File: src/accel_regs_pkg.sv
// shared constants for the accelerometer read-side register bank
`default_nettype none
package accel_regs_pkg;

  // ==========================================================
  // widths
  localparam int AXES = 3;
  localparam int RESULT_W = 20;
  localparam int TRIM_W = 16;
  localparam int TEMP_W = 12;
  localparam int WORD_W = 24;

  // ==========================================================
  // register addresses
  localparam logic [7:0] TEMP_HIGH_ADDR = 8'h06;
  localparam logic [7:0] TEMP_LOW_ADDR = 8'h07;
  localparam logic [7:0] X_TOP_ADDR = 8'h08;
  localparam logic [7:0] X_MIDDLE_ADDR = 8'h09;
  localparam logic [7:0] X_LOW_ADDR = 8'h0a;
  localparam logic [7:0] Y_TOP_ADDR = 8'h0b;
  localparam logic [7:0] Y_MIDDLE_ADDR = 8'h0c;
  localparam logic [7:0] Y_LOW_ADDR = 8'h0d;
  localparam logic [7:0] Z_TOP_ADDR = 8'h0e;
  localparam logic [7:0] Z_MIDDLE_ADDR = 8'h0f;
  localparam logic [7:0] Z_LOW_ADDR = 8'h10;
  localparam logic [7:0] FIFO_PORT_ADDR = 8'h11;
  localparam logic [7:0] X_TRIM_HIGH_ADDR = 8'h1e;
  localparam logic [7:0] X_TRIM_LOW_ADDR = 8'h1f;
  localparam logic [7:0] Y_TRIM_HIGH_ADDR = 8'h20;
  localparam logic [7:0] Y_TRIM_LOW_ADDR = 8'h21;
  localparam logic [7:0] Z_TRIM_HIGH_ADDR = 8'h22;
  localparam logic [7:0] Z_TRIM_LOW_ADDR = 8'h23;

  // ==========================================================
  // layout steps, reset values and queue word sequencing
  localparam logic [7:0] AXIS_STRIDE = 8'h03;
  localparam logic [7:0] TRIM_STRIDE = 8'h02;
  localparam logic [7:0] NEXT_ADDR_STEP = 8'h01;
  localparam logic [7:0] RESET_BYTE = 8'h00;
  localparam logic [3:0] RESERVED_NIBBLE = 4'h0;
  localparam logic [1:0] FIRST_BYTE_IDX = 2'h0;
  localparam logic [1:0] SECOND_BYTE_IDX = 2'h1;
  localparam logic [1:0] LAST_BYTE_IDX = 2'h2;

endpackage
`default_nettype wire

File: src/accel_regs.sv
// accelerometer result, queue port and offset trim register bank
//
// Functional notes
// - x result bytes 19..12, 11..4, 3..0
// - y result, same layout, next three addresses
// - z result, same layout, next three addresses
// - twos complement, left justified, low nibble zero
// - queue word is three bytes, msb first
// - queue port read pops one three-byte word
// - continued queue reads pop every third byte
// - multibyte read at queue port holds pointer
// - reaching queue port by increment: zeros, advance
// - x trim added to result bits 19..4
// - y trim read-write pair, added likewise
// - z trim added likewise after processing
// - 12-bit temperature, low byte live, unbuffered
`timescale 1ns/1ps
`default_nettype none
module accel_regs
(
  input wire logic ref_clk, // 250 MHz core clock
  input wire logic sys_rst, // async reset, active high
  input wire logic xfer_start, // pulse: new transfer, address given
  input wire logic [7:0] xfer_addr, // start address of the transfer
  input wire logic rd_strobe, // pulse: host takes one byte
  input wire logic wr_strobe, // pulse: host writes one byte
  input wire logic [7:0] wr_data, // byte being written
  output logic [7:0] rd_data, // byte read, from flop
  output logic rd_valid, // pulse: rd_data holds the new byte
  input wire logic [accel_regs_pkg::RESULT_W-1:0] raw_x, // filtered x
  input wire logic [accel_regs_pkg::RESULT_W-1:0] raw_y, // filtered y
  input wire logic [accel_regs_pkg::RESULT_W-1:0] raw_z, // filtered z
  input wire logic raw_valid, // pulse: new x, y, z sample
  input wire logic [accel_regs_pkg::TEMP_W-1:0] temp_raw, // live temp
  input wire logic [accel_regs_pkg::WORD_W-1:0] fifo_word, // queue head
  input wire logic fifo_empty, // queue holds no word
  output logic fifo_pop // pulse: head word taken
);
  import accel_regs_pkg::*;

  // ==========================================================
  // state
  typedef struct packed {
    logic [7:0] ptr;
    logic fifo_mode;
    logic [1:0] byte_idx;
    logic [WORD_W-1:0] hold;
    logic [7:0] rdata;
    logic rvalid;
    logic [AXES-1:0][RESULT_W-1:0] accel;
    logic [AXES-1:0][TRIM_W-1:0] trim;
  } state_t;

  state_t s;
  state_t next_s;
  logic [7:0] cur_addr;
  logic cur_fifo_mode;
  logic rd_fifo_word;
  logic rd_fifo_skip;
  logic [7:0] map_byte;
  logic [AXES-1:0][RESULT_W-1:0] raw_all;
  logic [AXES-1:0][RESULT_W-1:0] trimmed;

  // ==========================================================
  // trim addition, one adder per axis
  // the sum wraps rather than saturates; trim range is left to software
  assign raw_all = {raw_z, raw_y, raw_x};
  generate
    for (genvar i = 0; i < AXES; i++)
    begin : g_trim
      assign trimmed[i] = raw_all[i] + {s.trim[i], RESERVED_NIBBLE};
    end
  endgenerate

  // ==========================================================
  // address in force this cycle; a start in the same cycle wins
  assign cur_addr = xfer_start ? xfer_addr : s.ptr;
  assign cur_fifo_mode = xfer_start ? (xfer_addr == FIFO_PORT_ADDR)
                                    : s.fifo_mode;
  assign rd_fifo_word = rd_strobe && (cur_addr == FIFO_PORT_ADDR)
                        && cur_fifo_mode;
  assign rd_fifo_skip = rd_strobe && (cur_addr == FIFO_PORT_ADDR)
                        && !cur_fifo_mode;

  // ==========================================================
  // read map of the plain registers; the queue port is handled apart
  always_comb
  begin
    logic [7:0] axis_base;
    logic [7:0] trim_base;
    axis_base = X_TOP_ADDR;
    trim_base = X_TRIM_HIGH_ADDR;
    map_byte = RESET_BYTE;
    // temperature is read live, so the two halves may tear
    if (cur_addr == TEMP_HIGH_ADDR)
      map_byte = {RESERVED_NIBBLE, temp_raw[TEMP_W-1:8]};
    if (cur_addr == TEMP_LOW_ADDR)
      map_byte = temp_raw[7:0];
    for (int i = 0; i < AXES; i++)
    begin
      axis_base = X_TOP_ADDR + AXIS_STRIDE * 8'(i);
      trim_base = X_TRIM_HIGH_ADDR + TRIM_STRIDE * 8'(i);
      if (cur_addr == axis_base)
        map_byte = s.accel[i][19:12];
      if (cur_addr == axis_base + NEXT_ADDR_STEP)
        map_byte = s.accel[i][11:4];
      if (cur_addr == axis_base + TRIM_STRIDE)
        map_byte = {s.accel[i][3:0], RESERVED_NIBBLE};
      if (cur_addr == trim_base)
        map_byte = s.trim[i][15:8];
      if (cur_addr == trim_base + NEXT_ADDR_STEP)
        map_byte = s.trim[i][7:0];
    end
  end

  // ==========================================================
  // next state: pointer, queue sequencing, results and trims
  always_comb
  begin
    logic [7:0] trim_base;
    trim_base = X_TRIM_HIGH_ADDR;
    next_s = s;
    next_s.rvalid = 1'b0;
    fifo_pop = 1'b0;
    if (xfer_start)
    begin
      next_s.ptr = xfer_addr;
      next_s.fifo_mode = (xfer_addr == FIFO_PORT_ADDR);
    end
    // new sample replaces all three results at once
    if (raw_valid)
      next_s.accel = trimmed;
    if (rd_fifo_word)
    begin
      // pointer stays on the queue port for the whole transfer
      next_s.ptr = FIFO_PORT_ADDR;
      next_s.rvalid = 1'b1;
      if (s.byte_idx == FIRST_BYTE_IDX)
      begin
        // an empty queue gives a zero word and pops nothing
        fifo_pop = !fifo_empty;
        next_s.hold = fifo_empty ? {WORD_W{1'b0}} : fifo_word;
        next_s.rdata = fifo_empty ? RESET_BYTE : fifo_word[23:16];
        next_s.byte_idx = SECOND_BYTE_IDX;
      end
      else if (s.byte_idx == SECOND_BYTE_IDX)
      begin
        next_s.rdata = s.hold[15:8];
        next_s.byte_idx = LAST_BYTE_IDX;
      end
      else
      begin
        next_s.rdata = s.hold[7:0];
        next_s.byte_idx = FIRST_BYTE_IDX;
      end
    end
    else if (rd_fifo_skip)
    begin
      // arrived by increment: no pop, zeros, move on
      next_s.rdata = RESET_BYTE;
      next_s.rvalid = 1'b1;
      next_s.ptr = cur_addr + NEXT_ADDR_STEP;
      next_s.fifo_mode = 1'b0;
    end
    else if (rd_strobe)
    begin
      // any other register read abandons a part-read queue word
      next_s.rdata = map_byte;
      next_s.rvalid = 1'b1;
      next_s.ptr = cur_addr + NEXT_ADDR_STEP;
      next_s.fifo_mode = 1'b0;
      next_s.byte_idx = FIRST_BYTE_IDX;
    end
    else if (wr_strobe)
    begin
      // only the trim pairs take writes; others are ignored
      for (int i = 0; i < AXES; i++)
      begin
        trim_base = X_TRIM_HIGH_ADDR + TRIM_STRIDE * 8'(i);
        if (cur_addr == trim_base)
          next_s.trim[i][15:8] = wr_data;
        if (cur_addr == trim_base + NEXT_ADDR_STEP)
          next_s.trim[i][7:0] = wr_data;
      end
      next_s.ptr = cur_addr + NEXT_ADDR_STEP;
      next_s.fifo_mode = 1'b0;
    end
  end

  // ==========================================================
  // state register; every field resets to zero
  always_ff @(posedge ref_clk or posedge sys_rst)
  begin
    if (sys_rst)
      s <= '0;
    else
      s <= next_s;
  end

  assign rd_data = s.rdata;
  assign rd_valid = s.rvalid;
endmodule
`default_nettype wire

File: config.mk
export PLATFORM = sky130hd
export DESIGN_NAME = accel_regs
export DESIGN_NICKNAME = d
export VERILOG_FILES = /design/src/accel_regs_pkg.sv /design/src/accel_regs.sv
export SDC_FILE = /design/constraint.sdc
export NUM_CORES = 1
export LEC_CHECK = 0
export BUFFER_PORTS_ARGS = -buffer_cell sky130_fd_sc_hd__buf_2
export CORE_MARGIN = 2
export CORE_UTILIZATION = 53
export DETAILED_ROUTE_END_ITERATION = 12
export PLACE_DENSITY = 0.77
export SETUP_SLACK_MARGIN = 0.2
export SLEW_MARGIN = 20
export SYNTH_ARGS = -nofsm -noshare
export SYNTH_HDL_FRONTEND = slang
export SYNTH_SLANG_ARGS = --single-unit
File: constraint.sdc
create_clock -name ref_clk -period 4.42 [get_ports ref_clk]
set_input_delay 0.442 -clock ref_clk [delete_from_list [all_inputs] [get_ports ref_clk]]
set_output_delay 0.442 -clock ref_clk [all_outputs]
set_load 0.005 [all_outputs]
==> results.tsv <==
metric	value	unit
synthesis.nets	1186	
crit_cells	7	
synthFlopType	dfrtp_1	
crit_chain	buf_2, or3b_1, a22oi_4, nand4_2, or2_1, nor4_2, buf_2	
worstMarginPinSlew	0.856	ns
synth_area	9600	µm²
worstPathArrival	2.97	ns
setup_tns	0	ns
place_congestion	0.930	
start_util	0.538	
synth_cell_types	78	
setup-violations-final	0	
postRouteAntennaNets	0	
dp_hpwl	20.8	mm
path_max_fanout	38	
die_area	19200	µm²
synth_seq_cells	144	
report.final.slew_viol_count	0	
antenna_found_initial	0	
fp.dieW	139	µm
cp-endpoint	fifo_pop	
track_usage	0.289	
vias	8392	
path_clk_slew	0.06	ns
startpoint_type	input port	
hold_viol	0	
cts_root_buffer	clkbuf_16	
syn_avg_cell_area	9.45	µm²
cts.path.max_buffers	2	
ctsHoldBuffers	0	
num_rows	49	
nets	1288	
power.density	333	nW/µm²
rsz0062_at_grt	false	
synth_edf_count	0	
reg2reg_depth	10	
maxCapViolCount	0	
drtIter0Drc	798	
vias_per_cell	6.19	
yosysWarningCount	0	
first_pass_iters	5	
r2r_setup_slack	1.36	ns
cts_tree	yes	
place_ws	0.846	ns
wl_per_cell	20.4	µm
vdd_ir_drop_max	291	µV
critPathBufInv	2	
worstPathRequired	3.98	ns
fmax	293	MHz
syn-instance-count	1015	
clock_skew	0.00765	ns
ctsResizeCount	0	
crit_top_cell	buf_2	
grt_max_degree	145	
drive_gt1_frac	0.260	
worstSetupStartpoint	xfer_start	
critPathTopFamily	simple AND/OR/NAND/NOR gates	
clkSinkCount	144	
numCtsBuffers	17	
port_buffers	128	
slew_headroom	0.422	
die_height	139	µm
num_antenna_cells	0	
p_leak	4.96	nW
yosysTopAreaCell	dfrtp_1	
r2r-start	s[144]	
r2r_end	rd_data[1]	
io_pins	129	
synth-seq-area-share	0.376	
hold_path.class	input port to async pin	
setup_slack	1.01	ns
grt_pass1_wl	43.6	mm
synthArstFlopShare	1.00	
routed_wl	27.7	mm
core	17800	µm²
crit_type	input port to primary output	
cp_slowest_stage_delay	0.55	ns
worst_setup_path_end_kind	primary output	
netlist_top_cells_area	dfrtp_1 (38%), mux2_2 (11%), ha_1 (6.4%), a21oi_1 (4.1%), xnor2_1 (3.7%)	
clk_latency	0.43	ns
status	complete, no violations	
synth_top_area_frac	0.376	
grt_overflow	0	
fin_crit_sh	0.771	
drc	0	
cts_setup_buffers	0	
cts_max_level	4	
area_growth	13.2	%
min_period	3.41	ns
grt_pass1_vias	8004	
crit_slowest_cell	or3b_1	
## final cells by class
type | instances | area [µm²]
Tap cell | 229 | 287
Clock inverter | 7 | 87.6
Multi-Input combinational cell | 781 | 5560
Clock buffer | 22 | 464
Sequential cell | 144 | 3600
Timing Repair Buffer | 136 | 713
Inverter | 37 | 143
Fill cell | 1541 | 6980
## placed cells by master, fill, tap and decap left out, types with 9 or more instances in the layout
cell type,count
inv_1,36
o211ai_1,9
a21oi_1,78
nor3_1,19
a211oi_1,11
clkbuf_16,17
a22oi_1,9
xnor2_1,40
mux2_2,91
ha_1,49
o21ai_2,13
o22ai_1,17
nand2_1,84
nor2_1,70
nand3_1,24
o21ai_0,60
nand2b_1,21
buf_2,128
o21ai_1,11
nor2b_1,19
dfrtp_1,144
## registers in the layout (all words and copies together) (netlist names)
name	flops
rd_data	8
rd_valid	1
s	135
## worst min path at each step
stage | startpoint | endpoint | slack (ns) | depth (start not counted)
2_1_floorplan | s[55] | s[55] | 0.45 | 1
3_3_place_gp | s[119] | s[119] | 0.46 | 2
3_5_place_dp | s[124] | s[124] | 0.47 | 2
4_1_cts | raw_x[3] | s[51] | 0.24 | 2
5_1_grt | raw_z[0] | s[88] | 0.25 | 2
6_report | sys_rst | s[150] | 0.19 | 3
## synth_stat cells, types with 6 or more instances
cell      number
nor2_1        70
and3_1         8
or3_1          6
and2_1         8
o21ai_2       13
buf_6          7
o21ai_0       60
clkbuf_1      30
o211ai_1       9
dfrtp_1      144
o22ai_1       17
nor3_1        19
a211oi_1      11
or2_2          6
nand2_1       84
o21bai_1       6
xnor2_1       40
o221ai_1       6
xor2_1         7
inv_1         37
nand2b_1      21
a221o_1        6
ha_1          49
mux2_2        91
a21o_1         8
o21ai_1       11
buf_4          8
a22oi_1        9
a221oi_1       7
nand3_1       24
a21oi_1       78
nor2b_1       19
buf_2          6
## worst register-to-register path: stages (launching register included)
cell and delay, ns:
dfrtp_1 0.35, nor2b_1 0.17, a21oi_1 0.11, inv_1 0.14, ha_1 0.34, a21boi_2 0.39, and2_1 0.42, nor2_1 0.16
a221o_1 0.38, a221oi_1 0.36, o21ai_1 0.11
## routing by layer
metal | global-route usage | wire length, µm | vias to the layer above
met5 | 0 | 0 | -
met4 | 0.0940 | 765 | 0
met3 | 0.0604 | 2150 | 70
met2 | 0.440 | 12400 | 403
met1 | 0.416 | 12300 | 4017
li1 | - | - | 3902
## stage by stage
step           total power, mW  std cells  hold WS, ns  area (µm²)  utilization
2_1_floorplan             1.99       1015        0.450        9600            -
3_3_place_gp              2.21       1327        0.460       10300        0.578
3_5_place_dp              2.23       1327        0.467       10300        0.578
4_1_cts                   3.61       1356        0.237       10900        0.609
5_1_grt                   3.76       1356        0.246       10900        0.609
6_report                  3.61       1356        0.187       10900        0.609
## report_power, final
group | leakage, nW | switching, mW | internal, mW | total [mW]
combinational | 2.85 | 0.365 | 0.300 | 0.666
sequential | 1.85 | 0.120 | 1.44 | 1.56
clock | 0.271 | 0.543 | 0.846 | 1.39
total | 4.96 | 1.03 | 2.58 | 3.61
## logic make-up after synthesis
kind of cell             count (synthesis)  share of synthesized area
AND/OR/NAND/NOR                        292                      0.151
adder cells (fa/ha/maj)                 52                     0.0702
AO/OA/AOI/OAI                          294                      0.204
XOR/XNOR                                47                     0.0429
buffers and inverters                   90                     0.0446
multiplexers                            96                      0.112
flip-flops                             144                      0.376
(Power assumes the default switching activity.)
